$ cat src/hw/rtctk_pkg.sv
// Constants for the timekeeping core: register offsets, field positions,
// reset values and divider figures.
// Assumes a 250 MHz system clock and a 32.768 kHz crystal arriving on a pin.
package rtctk_pkg;

    // ------------------------------------------------------------------
    // Register offsets
    // ------------------------------------------------------------------
    localparam logic [7:0] RTCTK_OFS_CONTROL = 8'h00;
    localparam logic [7:0] RTCTK_OFS_CALIB = 8'h01;
    localparam logic [7:0] RTCTK_OFS_SECONDS = 8'h02;
    localparam logic [7:0] RTCTK_OFS_MINUTES = 8'h03;
    localparam logic [7:0] RTCTK_OFS_HOURS = 8'h04;
    localparam logic [7:0] RTCTK_OFS_WEEKDAY = 8'h05;
    localparam logic [7:0] RTCTK_OFS_DATE = 8'h06;
    localparam logic [7:0] RTCTK_OFS_MONTH = 8'h07;
    localparam logic [7:0] RTCTK_OFS_YEAR = 8'h08;
    localparam logic [7:0] RTCTK_OFS_CONFIG = 8'h0B;
    localparam int RTCTK_TIME_REGS = 7;

    // ------------------------------------------------------------------
    // Field positions
    // ------------------------------------------------------------------
    localparam int RTCTK_CTL_READ_BIT = 0;
    localparam int RTCTK_CTL_WRITE_BIT = 1;
    localparam int RTCTK_CTL_CAL_BIT = 2;
    localparam int RTCTK_CFG_TRICKLE_BIT = 2;
    localparam int RTCTK_CAL_SIGN_BIT = 5;
    localparam int RTCTK_CAL_MAG_W = 5;
    localparam int RTCTK_CAL_W = 6;
    localparam int RTCTK_TONE_BIT = 5;

    // ------------------------------------------------------------------
    // Reset values and masks
    // ------------------------------------------------------------------
    localparam logic [7:0] RTCTK_CONTROL_RST = 8'h00;
    localparam logic [7:0] RTCTK_CONFIG_RST = 8'h00;
    localparam logic [7:0] RTCTK_CONFIG_MASK = 8'h7F;
    localparam logic [7:0] RTCTK_CONTROL_MASK = 8'h07;

    // ------------------------------------------------------------------
    // Time base: crystal edges per second
    // ------------------------------------------------------------------
    localparam int RTCTK_XTAL_HZ = 32768;
    localparam int RTCTK_DIV_W = 15;
    localparam logic [14:0] RTCTK_DIV_LAST = 15'(RTCTK_XTAL_HZ - 1);

    // ------------------------------------------------------------------
    // Calendar limits, packed BCD
    // ------------------------------------------------------------------
    localparam logic [7:0] RTCTK_SEC_MAX = 8'h59;
    localparam logic [7:0] RTCTK_MIN_MAX = 8'h59;
    localparam logic [7:0] RTCTK_HOUR_MAX = 8'h23;
    localparam logic [7:0] RTCTK_DOW_MAX = 8'h07;
    localparam logic [7:0] RTCTK_MON_MAX = 8'h12;
    localparam logic [7:0] RTCTK_YEAR_MAX = 8'h99;
    localparam logic [7:0] RTCTK_ZERO = 8'h00;
    localparam logic [7:0] RTCTK_ONE = 8'h01;
    localparam logic [7:0] RTCTK_MON_FEB = 8'h02;
    localparam logic [7:0] RTCTK_MON_APR = 8'h04;
    localparam logic [7:0] RTCTK_MON_JUN = 8'h06;
    localparam logic [7:0] RTCTK_MON_SEP = 8'h09;
    localparam logic [7:0] RTCTK_MON_NOV = 8'h11;
    localparam logic [7:0] RTCTK_DAYS_28 = 8'h28;
    localparam logic [7:0] RTCTK_DAYS_29 = 8'h29;
    localparam logic [7:0] RTCTK_DAYS_30 = 8'h30;
    localparam logic [7:0] RTCTK_DAYS_31 = 8'h31;

endpackage

$ cat src/hw/rtctk_core.sv
// Timekeeping core with user holding registers, read snapshot, write lock,
// digital calibration, calibration tone output and trickle-charge control.
// Assumes a register port already decoded from the two-wire serial bus on
// the CLK domain, and crystal, comparator and supply-low levels on pins.
//
// Function
// - Divide crystal down to one-second tick
// - Time and date user registers, read/write
// - Read bit rising copies core to holding
// - Pending tick completes before snapshot copy
// - Holding registers frozen while read bit set
// - Write bit holds host time writes
// - Write bit clearing loads core from user
// - Core advances every tick unless locked
// - Timekeeping continues on backup when supply low
// - Trickle bit drives backup charge enable
// - Calibration bit takes over shared pin
// - Calibration mode outputs 512 Hz square wave
// - Sign adds pulses, else removes pulses
// - Magnitude in bits 4:0, kept nonvolatile
// - Calibration writes only in calibration mode
// - Calibration bit clear restores power-fail output
// - Calibration bit is control bit 2
// - Six-bit value, sign above magnitude
`timescale 1ns/1ps
`default_nettype none

module rtctk_core #(
    // Crystal edges per second; a bench may cut it to shorten the second
    parameter int XTAL_HZ = rtctk_pkg::RTCTK_XTAL_HZ
) (
    input wire logic CLK,
    input wire logic RESET,
    input wire logic [7:0] REG_ADDR,
    input wire logic [7:0] REG_WDATA,
    input wire logic REG_WR,
    input wire logic REG_RD,
    output logic [7:0] REG_RDATA,
    input wire logic XTAL_IN,
    input wire logic POWERFAIL_CMP_N,
    input wire logic VDD_LOW,
    input wire logic [rtctk_pkg::RTCTK_CAL_W-1:0] NV_CAL_VALUE,
    output logic NV_CAL_WR,
    output logic [rtctk_pkg::RTCTK_CAL_W-1:0] NV_CAL_DATA,
    output logic TUNING_OR_POWERFAIL_OUT,
    output logic TRICKLE_CHARGE_ENABLE,
    output logic BACKUP_SUPPLY_SELECT
);
    import rtctk_pkg::*;

    // ------------------------------------------------------------------
    // Divider figures
    // ------------------------------------------------------------------
    // The tone taps one divider bit, so a second must hold whole tone
    // periods, and up to 31 edges may be gained or skipped within it.
    localparam int TONE_EDGES = 2 << RTCTK_TONE_BIT;
    localparam logic [RTCTK_DIV_W-1:0] DIV_LAST = RTCTK_DIV_W'(XTAL_HZ - 1);

    generate
        if ((XTAL_HZ < 2 * TONE_EDGES) || (XTAL_HZ % TONE_EDGES != 0)
            || (XTAL_HZ > (1 << RTCTK_DIV_W))) begin : g_bad_rate
            $error("Crystal rate does not suit the divider");
        end
    endgenerate

    // ------------------------------------------------------------------
    // Pin synchronisers
    // ------------------------------------------------------------------
    logic [1:0] xtal_sync_r;
    logic xtal_prev_r;
    logic [1:0] pfo_sync_r;
    logic [1:0] vlow_sync_r;

    always_ff @(posedge CLK or posedge RESET) begin
        if (RESET) begin
            xtal_sync_r <= 2'h0;
            xtal_prev_r <= 1'b0;
            pfo_sync_r <= 2'h3;
            vlow_sync_r <= 2'h0;
        end else begin
            xtal_sync_r <= {xtal_sync_r[0], XTAL_IN};
            xtal_prev_r <= xtal_sync_r[1];
            pfo_sync_r <= {pfo_sync_r[0], POWERFAIL_CMP_N};
            vlow_sync_r <= {vlow_sync_r[0], VDD_LOW};
        end
    end

    wire xtal_edge = xtal_sync_r[1] & ~xtal_prev_r;

    // ------------------------------------------------------------------
    // Register port decode
    // ------------------------------------------------------------------
    logic [7:0] control_r;
    logic [7:0] config_r;
    logic [RTCTK_CAL_W-1:0] cal_r;
    logic cal_loaded_r;
    logic [7:0] user_r [RTCTK_TIME_REGS];
    logic [7:0] core_r [RTCTK_TIME_REGS];
    logic [7:0] core_nxt [RTCTK_TIME_REGS];

    // Host access is locked out while main supply is low
    wire bus_ok = ~vlow_sync_r[1];
    wire wr_ok = REG_WR & bus_ok;
    wire wr_control = wr_ok && (REG_ADDR == RTCTK_OFS_CONTROL);
    wire wr_config = wr_ok && (REG_ADDR == RTCTK_OFS_CONFIG);
    wire wr_cal = wr_ok && (REG_ADDR == RTCTK_OFS_CALIB)
                  && control_r[RTCTK_CTL_CAL_BIT];
    wire time_hit = (REG_ADDR >= RTCTK_OFS_SECONDS) && (REG_ADDR <= RTCTK_OFS_YEAR);
    wire [7:0] time_idx = REG_ADDR - RTCTK_OFS_SECONDS;

    wire read_bit = control_r[RTCTK_CTL_READ_BIT];
    wire lock_bit = control_r[RTCTK_CTL_WRITE_BIT];
    wire read_new = REG_WDATA[RTCTK_CTL_READ_BIT];
    wire lock_new = REG_WDATA[RTCTK_CTL_WRITE_BIT];
    // Snapshot takes next-state values so a tick in flight is not lost
    wire snap_go = wr_control & read_new & ~read_bit;
    wire load_go = wr_control & ~lock_new & lock_bit;

    // ------------------------------------------------------------------
    // Control, configuration and calibration registers
    // ------------------------------------------------------------------
    always_ff @(posedge CLK or posedge RESET) begin
        if (RESET) begin
            control_r <= RTCTK_CONTROL_RST;
            config_r <= RTCTK_CONFIG_RST;
        end else begin
            if (wr_control) begin
                control_r <= REG_WDATA & RTCTK_CONTROL_MASK;
            end
            if (wr_config) begin
                config_r <= REG_WDATA & RTCTK_CONFIG_MASK;
            end
        end
    end

    // The correction lives in external nonvolatile storage: it is fetched
    // once after reset and every accepted write is echoed back to it.
    always_ff @(posedge CLK or posedge RESET) begin
        if (RESET) begin
            cal_r <= '0;
            cal_loaded_r <= 1'b0;
            NV_CAL_WR <= 1'b0;
            NV_CAL_DATA <= '0;
        end else begin
            cal_loaded_r <= 1'b1;
            NV_CAL_WR <= wr_cal;
            if (!cal_loaded_r) begin
                cal_r <= NV_CAL_VALUE;
            end else if (wr_cal) begin
                cal_r <= REG_WDATA[RTCTK_CAL_W-1:0];
                NV_CAL_DATA <= REG_WDATA[RTCTK_CAL_W-1:0];
            end
        end
    end

    wire cal_sign = cal_r[RTCTK_CAL_SIGN_BIT];
    wire [RTCTK_CAL_MAG_W-1:0] cal_mag = cal_r[RTCTK_CAL_MAG_W-1:0];

    // ------------------------------------------------------------------
    // Corrected divider chain
    // ------------------------------------------------------------------
    // Once a second the divider is either preloaded with the magnitude,
    // gaining that many crystal edges, or made to skip that many edges.
    logic [RTCTK_DIV_W-1:0] div_r;
    logic [RTCTK_CAL_MAG_W-1:0] skip_r;
    logic sec_tick_r;

    wire div_wrap = xtal_edge && (skip_r == '0) && (div_r == DIV_LAST);
    wire [RTCTK_DIV_W-1:0] div_seed = cal_sign ? RTCTK_DIV_W'(cal_mag) : '0;
    wire [RTCTK_CAL_MAG_W-1:0] skip_seed = cal_sign ? '0 : cal_mag;

    always_ff @(posedge CLK or posedge RESET) begin
        if (RESET) begin
            div_r <= '0;
            skip_r <= '0;
            sec_tick_r <= 1'b0;
        end else begin
            sec_tick_r <= div_wrap;
            if (xtal_edge) begin
                if (skip_r != '0) begin
                    skip_r <= skip_r - 1'b1;
                end else if (div_wrap) begin
                    div_r <= div_seed;
                    skip_r <= skip_seed;
                end else begin
                    div_r <= div_r + 1'b1;
                end
            end
        end
    end

    // ------------------------------------------------------------------
    // Calendar arithmetic in packed BCD
    // ------------------------------------------------------------------
    function automatic logic [7:0] bcd_step(input logic [7:0] v, input logic [7:0] last,
                                            input logic [7:0] first);
        if (v >= last) begin
            bcd_step = first;
        end else if (v[3:0] >= 4'h9) begin
            bcd_step = {v[7:4] + 4'h1, 4'h0};
        end else begin
            bcd_step = v + 8'h01;
        end
    endfunction

    // Year 00 counts as leap, matching the 2000 to 2099 span
    function automatic logic [7:0] month_days(input logic [7:0] mon, input logic [7:0] yr);
        logic leap;
        leap = yr[4] ? (yr[3:0] == 4'h2 || yr[3:0] == 4'h6)
                     : (yr[3:0] == 4'h0 || yr[3:0] == 4'h4 || yr[3:0] == 4'h8);
        if (mon == RTCTK_MON_FEB) begin
            month_days = leap ? RTCTK_DAYS_29 : RTCTK_DAYS_28;
        end else if (mon == RTCTK_MON_APR || mon == RTCTK_MON_JUN
                     || mon == RTCTK_MON_SEP || mon == RTCTK_MON_NOV) begin
            month_days = RTCTK_DAYS_30;
        end else begin
            month_days = RTCTK_DAYS_31;
        end
    endfunction

    // Ticks that arrive while locked are dropped, not queued
    wire advance = sec_tick_r & ~lock_bit;
    wire [7:0] last_day = month_days(core_r[5], core_r[6]);
    wire c_min = advance && (core_r[0] == RTCTK_SEC_MAX);
    wire c_hour = c_min && (core_r[1] == RTCTK_MIN_MAX);
    wire c_day = c_hour && (core_r[2] == RTCTK_HOUR_MAX);
    wire c_mon = c_day && (core_r[4] >= last_day);
    wire c_year = c_mon && (core_r[5] == RTCTK_MON_MAX);

    always_comb begin
        for (int i = 0; i < RTCTK_TIME_REGS; i++) begin
            core_nxt[i] = core_r[i];
        end
        if (advance) begin
            core_nxt[0] = bcd_step(core_r[0], RTCTK_SEC_MAX, RTCTK_ZERO);
        end
        if (c_min) begin
            core_nxt[1] = bcd_step(core_r[1], RTCTK_MIN_MAX, RTCTK_ZERO);
        end
        if (c_hour) begin
            core_nxt[2] = bcd_step(core_r[2], RTCTK_HOUR_MAX, RTCTK_ZERO);
        end
        if (c_day) begin
            core_nxt[3] = bcd_step(core_r[3], RTCTK_DOW_MAX, RTCTK_ONE);
            core_nxt[4] = bcd_step(core_r[4], last_day, RTCTK_ONE);
        end
        if (c_mon) begin
            core_nxt[5] = bcd_step(core_r[5], RTCTK_MON_MAX, RTCTK_ONE);
        end
        if (c_year) begin
            core_nxt[6] = bcd_step(core_r[6], RTCTK_YEAR_MAX, RTCTK_ZERO);
        end
    end

    // ------------------------------------------------------------------
    // Core and user time registers
    // ------------------------------------------------------------------
    // Day of week, date and month start at one so the calendar is legal.
    generate
        for (genvar g = 0; g < RTCTK_TIME_REGS; g++) begin : g_time
            localparam logic [7:0] INIT = (g >= 3 && g <= 5) ? RTCTK_ONE : RTCTK_ZERO;
            wire user_hit = wr_ok && time_hit && (time_idx == 8'(g));

            always_ff @(posedge CLK or posedge RESET) begin
                if (RESET) begin
                    core_r[g] <= INIT;
                    user_r[g] <= INIT;
                end else begin
                    // Host must not load out-of-range values here
                    if (load_go) begin
                        core_r[g] <= user_r[g];
                    end else begin
                        core_r[g] <= core_nxt[g];
                    end
                    // A host write wins over a snapshot in the same cycle
                    if (user_hit) begin
                        user_r[g] <= REG_WDATA;
                    end else if (snap_go) begin
                        user_r[g] <= core_nxt[g];
                    end
                end
            end
        end
    endgenerate

    // ------------------------------------------------------------------
    // Read-back and pin outputs
    // ------------------------------------------------------------------
    wire [7:0] time_rd = user_r[time_idx[2:0]];
    wire [7:0] rd_mux = (REG_ADDR == RTCTK_OFS_CONTROL) ? control_r :
                        (REG_ADDR == RTCTK_OFS_CALIB) ? {2'h0, cal_r} :
                        (REG_ADDR == RTCTK_OFS_CONFIG) ? config_r :
                        time_hit ? time_rd : 8'h00;

    wire cal_mode = control_r[RTCTK_CTL_CAL_BIT];
    wire tone = div_r[RTCTK_TONE_BIT];
    wire shared_pin = cal_mode ? tone : pfo_sync_r[1];

    always_ff @(posedge CLK or posedge RESET) begin
        if (RESET) begin
            REG_RDATA <= 8'h00;
            TUNING_OR_POWERFAIL_OUT <= 1'b1;
            TRICKLE_CHARGE_ENABLE <= 1'b0;
            BACKUP_SUPPLY_SELECT <= 1'b0;
        end else begin
            if (REG_RD && bus_ok) begin
                REG_RDATA <= rd_mux;
            end
            TUNING_OR_POWERFAIL_OUT <= shared_pin;
            TRICKLE_CHARGE_ENABLE <= config_r[RTCTK_CFG_TRICKLE_BIT];
            BACKUP_SUPPLY_SELECT <= vlow_sync_r[1];
        end
    end

endmodule

`default_nettype wire

$ cat config.mk
export PLATFORM = sky130hd
export DESIGN_NAME = rtctk_core
export DESIGN_NICKNAME = d
export VERILOG_FILES = /design/src/hw/rtctk_pkg.sv /design/src/hw/rtctk_core.sv
export SDC_FILE = /design/constraint.sdc
export NUM_CORES = 1
export LEC_CHECK = 0
export ABC_AREA = 1
export BUFFER_PORTS_ARGS = -buffer_cell sky130_fd_sc_hd__buf_2
export CAP_MARGIN = 20
export CORE_ASPECT_RATIO = 0.6
export CORE_MARGIN = 2
export CORE_UTILIZATION = 39
export CTS_BUF_LIST = sky130_fd_sc_hd__clkbuf_4
export DETAILED_ROUTE_END_ITERATION = 8
export PLACE_DENSITY_LB_ADDON = 0.12
export SYNTH_ARGS = -nofsm -noshare
export SYNTH_HDL_FRONTEND = slang
export SYNTH_SLANG_ARGS = --single-unit
$ cat constraint.sdc
create_clock -name CLK -period 7.16 [get_ports CLK]
set_input_delay 1.074 -clock CLK [delete_from_list [all_inputs] [get_ports CLK]]
set_output_delay 1.074 -clock CLK [all_outputs]
set_load 0.02 [all_outputs]
==> key figures, run 1 <==
Routing
  • DR pass1 iterations: 5
  • Final wirelength: 34430 um
  • DR vias/cell: 5.245
  • 1st-iter DRT viols: 1134
  • Routed wire length per instance: 17.85 um
  • Post-route DRC: 0
  • Via Count: 10120
  • Antenna Nets Post-Route: 0

Final layout
  • Nets: 1623
  • Commonest cells after routing, fill and taps aside: 475 x nand2_1, 245 x nand3_1, 166 x dfrtp_1
  • Core Util, Final: 42.48%
  • FF/Latch Area: 0.004390 mm2
  • Area Growth Syn to Fin: 6.722%
  • Commonest non-fill, non-tap cell in the layout: nand2_1
  • Fraction of layout cells with a size suffix above 1: 9.609%
  • Final-layout fill cell count: 2902
  • Area of the multi-input gates: 0.005766 mm2

Clock tree
  • Post-CTS Setup Bufs: 0
  • Root buf cell: clkbuf_4
  • Hold Buf Count CTS: 0
  • CTS tree: done
  • CTS-repair resized insts: 0
  • Worst-skew pair later-pin latency: 650 ps
  • Clock Tree Buf Depth: 2
  • H-tree levels: 4
  • Sink Count: 175
  • Cts bufs inserted: 17
  • Clock Pin Slew Worst Setup and Hold Paths: 160 ps

Timing
  • Least-Margin Pin Slew: 944.8 ps
  • Worst setup margin: 3836 ps
  • Final Slew Violations: 0
  • Setup TNS: 0 ps
  • Fmax: 0.3009 GHz
  • Hold_ws: 350.5 ps
  • Final Skew: 32.34 ps
  • Final setup fails: 0
  • Final hold vios: 0
  • RSZ-0062 raised after global routing: no
  • Minimum clock period: 3324 ps
  • Worst slew margin: 37.01%
  • Period Utilization, post-route: 46.42%

Critical path
  • Cell depth of the worst flop-to-flop path: 19
  • R2R Path Start: core_r[8]$_DFF_PP1_
  • R2R setup slack: 3840 ps
  • Required @ worst endpoint: 7700 ps
  • Reg-to-reg endpoint: core_r[6]$_DFF_PP0_
  • Crit path launch type: register
  • Setup crit start: core_r[8]$_DFF_PP1_
  • Worst setup EP type: register
  • WP data arrival: 3860 ps
  • Worst setup path category: reg2reg
  • Critical path peak fanout: 17

Job
  • # Max-Cap Violations: 0

Placement
  • DP HPWL: 24800 um
  • Post-Place Setup Slack: 3732 ps
  • Final Wtd Congestion: 0.8541
  • Port buffer count: 46

Synth
  • Synth area leaders: dfrtp_1 38%, nand2_1 16%, nand3_1 11%
  • Synth Flop Type: dfrtp_1
  • Yosys warns: 0
  • Post-synthesis register bit count: 175
  • Number of synthesized flops with an enable pin: 0
  • Post-synth top area cell: dfrtp_1
  • Register area share after synthesis: 39.91%
  • Syn_area_per_cell: 7.200 um2
  • Library cells used by synthesis: 43
  • Synth top area share: 37.76%
  • Synth Instances: 1528
  • Async S/R FF share, synth: 100.0%
  • Synthesized cell area: 0.01100 mm2
  • Mapped Nets: 1603

Pwr
  • Design Power: 1.755 mW
  • VDD IR max: 0.09586 mV
  • Leak pwr: 5.847 nW
  • PwrDens: 149.5 mW/mm2

Die
  • Die Area: 0.02961 mm2
  • Core Rows: 47
  • Boundary Pins: 47
  • Core area: 0.02764 mm2
  • Starting density of the core: 39.81%
  • Die width: 220.8 um
  • Die Y: 134.1 um

GRT
  • First-pass GRT wire length: 54480 um
  • Gr ovfl total: 0
  • Initial antenna violation count: 3
  • Vias in the first global route: 9101
  • Gr usage total: 23.93%
  • Largest net degree at the start of global routing: 114

Min path
  • Worst Hold Endpoint: pfo_sync_r[1]$_DFF_PP1_
  • Worst min-delay path category: reg2reg
  • HP Start: pfo_sync_r[0]$_DFF_PP1_
  • Hold depth: 0

Run status
  • Status: finished, final reports clean
-- critical path, stage by stage (launching register included) --
cell and delay [ps]:
dfstp_2 610, inv_1 110, ha_1 240, o21ai_0 160
o21ai_0 100, nand3_1 70, a21oi_1 60, a31oi_1 200
ha_1 160, nor2_1 40, nand3_1 80, nand2_1 50
nand2_1 50, nand2_1 210, nor2_4 400, nand2_1 300
nand2_1 130, nand2_1 100, nand2_1 80, nand2_1 70
-- sequential cells by signal, indices dropped and copies added (netlist names) --
register                 flops
pfo_sync_r                   2
user_r                      56
sec_tick_r                   1
div_r                       15
cal_loaded_r                 1
NV_CAL_WR                    1
skip_r                       5
vlow_sync_r                  2
control_r                    3
xtal_sync_r                  2
xtal_prev_r                  1
TUNING_OR_POWERFAIL_OUT      1
REG_RDATA                    8
cal_r                        6
core_r                      56
TRICKLE_CHARGE_ENABLE        1
NV_CAL_DATA                  6
BACKUP_SUPPLY_SELECT         1
config_r                     7
-- synth_stat cells, types with 11 or more instances --
cell type / n
nand4_1: 27
inv_1: 152
nand2_1: 475
clkbuf_1: 26
ha_1: 46
nor2_1: 99
dfrtp_1: 166
nor3_1: 11
buf_2: 16
a21oi_1: 18
nand3_1: 245
xor2_1: 22
o21ai_0: 112
-- per-stage QoR --
step                cells  area (um2)
finish               1929       11740
global route         1929       11740
CTS                  1928       11740
detailed placement   1896       11490
global placement     1896       11490
floorplan            1528       11000
-- final cells by class --
cell class | count | share of cell area [%]
Multi-Input combinational cell | 1143 | 49.10
Sequential cell | 175 | 37.39
Inverter | 161 | 5.211
Tap cell | 367 | 3.911
Timing Repair Buffer | 50 | 2.217
Clock buffer | 18 | 1.151
Clock inverter | 14 | 0.9910
Antenna cell | 1 | 0.02131
-- where the power goes --
part | internal, mW | switching (mW) | leakage (nW)
logic | 0.0441 | 0.117 | 3.39
clock network | 0.175 | 0.387 | 0.130
registers | 1.01 | 0.0223 | 2.32
total | 1.23 | 0.526 | 5.85
-- cells by family after synthesis --
family | count (synthesis) | share of synthesized area, %
simple gates | 911 | 37.19
buf+inv | 210 | 7.688
flops | 175 | 39.91
compound gates | 154 | 7.370
fa+ha+maj | 46 | 5.231
xor+xnor | 26 | 2.070
mux | 5 | 0.5117
other cells | 1 | 0.03409
-- routing by layer --
metal  vias up  GRT usage [%]  wire (um)
li1       5007              -          -
met1      4737          40.23      18780
met2       341          29.44      12570
met3        30          5.214       2685
met4         2          5.779        382
met5         -              0         13
-- worst max path at each step --
| stage | end | cells after the start |
|---|---|---|
| global route | user_r[13]$_DFFE_PP0P_ | 13 |
| floorplan | BACKUP_SUPPLY_SELECT$_DFF_PP0_ | 1 |
| detailed placement | core_r[18]$_DFF_PP0_ | 11 |
| CTS | core_r[6]$_DFF_PP0_ | 19 |
| finish | core_r[6]$_DFF_PP0_ | 19 |
| global placement | core_r[46]$_DFF_PP0_ | 11 |
No activity file was read; power rests on OpenSTA's default activity.
==> inputs of run 2 (changes only) <==
==> constraint.sdc (replaced) <==
create_clock -name CLK -period 3.4 [get_ports CLK]
set_input_delay 0.51 -clock CLK [delete_from_list [all_inputs] [get_ports CLK]]
set_output_delay 0.51 -clock CLK [all_outputs]
set_load 0.02 [all_outputs]
==> key figures, run 2 (synthesis gave the netlist of run 1 again) <==
Pwr
  • Leak pwr: 5.939 nW (+1.6%)
  • VDD IR max: 0.1940 mV (+100%)
  • PwrDens: 307.5 mW/mm2 (+110%)

Final layout
  • Non-filler instance count after layout: 1947 (+0.93%)
  • Fraction of layout cells with a size suffix above 1: 10.27% (+0.66 points)
  • Regs by FF count: core_r: 56 flops, user_r: 56 flops, div_r: 15 flops
  • Area Growth Syn to Fin: 8.143%
  • Final-layout fill cell count: 2894 (-0.28%)
  • Commonest cells after routing, fill and taps aside: 475 x nand2_1, 245 x nand3_1, 166 x dfrtp_1
  • Core Util, Final: 43.05% (+0.57 points)
  • Nets: 1641 (+1.1%)
  • Commonest non-fill, non-tap cell in the layout: nand2_1

Clock tree
  • Post-CTS Setup Bufs: 0 (unchanged)
  • Cts bufs inserted: 17 (unchanged)
  • Clock Pin Slew Worst Setup and Hold Paths: 150 ps (about the same)
  • CTS tree: done
  • H-tree levels: 4 (unchanged)
  • Clock Tree Buf Depth: 2 (unchanged)
  • Sink Count: 175 (unchanged)
  • Worst-skew pair later-pin latency: 630 ps (-20 ps)
  • Root buf cell: clkbuf_4

Critical path
  • R2R setup slack: 460 ps (-3370 ps)
  • WP data arrival: 3440 ps (-420 ps)
  • Cell depth of the worst flop-to-flop path: 18 (-1)
  • Worst setup EP type: register
  • Crit-path cells: inv_1 > ha_1 > o21ai_0 > o21ai_0 > nand3_1 > a21oi_1 > a31oi_1 > ha_1 > nor2_1 > nand3_1 > nand2_1 > nand2_1 > nand2_1 > nor2_4 > nand2_1 > nand2_1 > nand3_1 > o21ai_0
  • Reg-to-reg endpoint: core_r[0]$_DFF_PP0_
  • Crit path launch type: register
  • Most used cell, CP: nand2_1
  • Setup crit start: core_r[8]$_DFF_PP1_
  • R2R Path Start: core_r[8]$_DFF_PP1_
  • Critical path peak fanout: 8 (-9)
  • Max incr delay on CP: 590 ps (-20 ps)
  • Worst setup path category: reg2reg
  • Required @ worst endpoint: 3900 ps (-3800 ps)
  • Crit-path slowest cell: dfstp_2

Timing
  • Least-Margin Pin Slew: 861.3 ps (-83.58 ps)
  • Final Slew Violations: 0 (unchanged)
  • Minimum clock period: 2935 ps (-388.5 ps)
  • RSZ-0062 raised after global routing: no
  • Final hold vios: 0 (unchanged)
  • Setup TNS: 0 ps (unchanged)
  • Hold_ws: 99.56 ps (-251.0 ps)
  • Worst slew margin: 41.98% (+5.0 points)
  • Final setup fails: 0 (unchanged)
  • Final Skew: 20.23 ps (-12.11 ps)
  • Period Utilization, post-route: 86.33% (+40 points)
  • Fmax: 0.3407 GHz (+13%)

GRT
  • Gr ovfl total: 0 (unchanged)
  • Gr usage total: 23.50% (-0.43 points)
  • Initial antenna violation count: 1 (-2)
  • First-pass GRT wire length: 53830 um (-1.2%)
  • Met3 usage: 5.170% (-0.044 points)
  • Grt met1 use: 39.77% (-0.45 points)
  • Vias in the first global route: 9213 (+1.2%)
  • GR peak layer: met1
  • GR Layer Usage met2: 28.65% (-0.80 points)
  • Largest net degree at the start of global routing: 60 (-47%)

Min path
  • Worst min-delay path category: in2reg
  • Worst Hold Endpoint: cal_r[2]$_DFFE_PP0P_
  • HP Start: NV_CAL_VALUE[2]
  • Hold depth: 3 (+3)

Die
  • Starting density of the core: 39.81% (unchanged)
  • Core Rows: 47 (unchanged)
  • Die width: 220.8 um (unchanged)
  • Die Y: 134.1 um (unchanged)
  • Core area: 0.02764 mm2 (unchanged)
  • Die Area: 0.02961 mm2 (unchanged)
  • Boundary Pins: 47 (unchanged)

Routing
  • DR vias/cell: 5.317 (+1.4%)
  • 1st-iter DRT viols: 1028 (-9.3%)
  • Routed wire length per instance: 17.51 um (-1.9%)
  • Post-route DRC: 0 (unchanged)
  • DR pass1 iterations: 5 (unchanged)
  • Antenna Nets Post-Route: 0 (unchanged)
  • Final wirelength: 34080 um (-0.99%)
  • Via Count: 10350 (+2.3%)

Placement
  • Cells after DPL: 1910 (+0.74%)
  • Final Wtd Congestion: 0.8725 (+2.2%)
  • DP HPWL: 25610 um (+3.3%)
  • Port buffer count: 46 (unchanged)

Job
  • # Max-Cap Violations: 0 (unchanged)

Run status
  • Status: finished, final reports clean
-- run 2: changes by cell type in the layout (fill, tap and decap cells not counted), sizes merged --
| cell | delta |
|---|---|
| inv | -4 |
| buf | +14 |
| clkbuf | +1 |
| dlygate4sd3 | +4 |
| clkinvlp | -1 |
| diode | +1 |
| clkinv | +3 |
-- run 2: routing by layer --
layer / share of wire (%) / routed length, um
met1: 54 / 18310
met2: 37 / 12510
met3: 8.4 / 2865
met4: 1.2 / 396
met5: 0 / 0
-- run 2: worst max path at each step --
stage	depth (start not counted)	slack, ps	end
3_5_place_dp	19	520	user_r[13]$_DFFE_PP0P_
6_report	18	460	core_r[0]$_DFF_PP0_
2_1_floorplan	1	660	BACKUP_SUPPLY_SELECT$_DFF_PP0_
4_1_cts	18	490	core_r[2]$_DFF_PP0_
5_1_grt	19	60	user_r[12]$_DFFE_PP0P_
3_3_place_gp	19	550	user_r[12]$_DFFE_PP0P_
-- run 2: timing repair --
item                       CTS  global route
gates resized for setup      0             0
setup endpoints to repair    0             0
hold endpoints to repair    24             0
hold buffers                 4             0
-- run 2: power by group --
group | switching (mW) | leakage, nW | internal, mW | total, mW
clock | 0.773 | 0.130 | 0.367 | 1.14
sequential | 0.0449 | 2.32 | 2.13 | 2.17
combinational | 0.245 | 3.48 | 0.102 | 0.347
total | 1.06 | 5.94 | 2.60 | 3.66
-- run 2: worst max-delay path, delay by kind of cell, from the launching register on --
kind                       cells  cell delay (ps)
adders and majority gates      2              480
and+or+nand+nor               10             1150
buffers and inverters          1               80
AOI/OAI and AO/OA              5              530
DFF                            1              590
-- run 2: cell type report --
type                            count  area [um2]  area share [%]
Clock buffer                       19       142.6           1.199
Timing Repair Buffer               68       430.4           3.618
Clock inverter                     12       96.34          0.8098
Tap cell                          367       459.2           3.859
Inverter                          161       608.1           5.111
Antenna cell                        2       5.005         0.04207
Sequential cell                   175        4390           36.90
Multi-Input combinational cell   1143        5766           48.46
-- run 2: per-stage QoR --
step / setup slack (ps) / power, mW / area, um2
global route: 59.59 / 3.822 / 11900
finish: 464.8 / 3.659 / 11900
CTS: 486.2 / 3.688 / 11890
global placement: 553.4 / 2.552 / 11610
detailed placement: 517.1 / 2.553 / 11610
floorplan: 658.7 / 2.425 / 11010
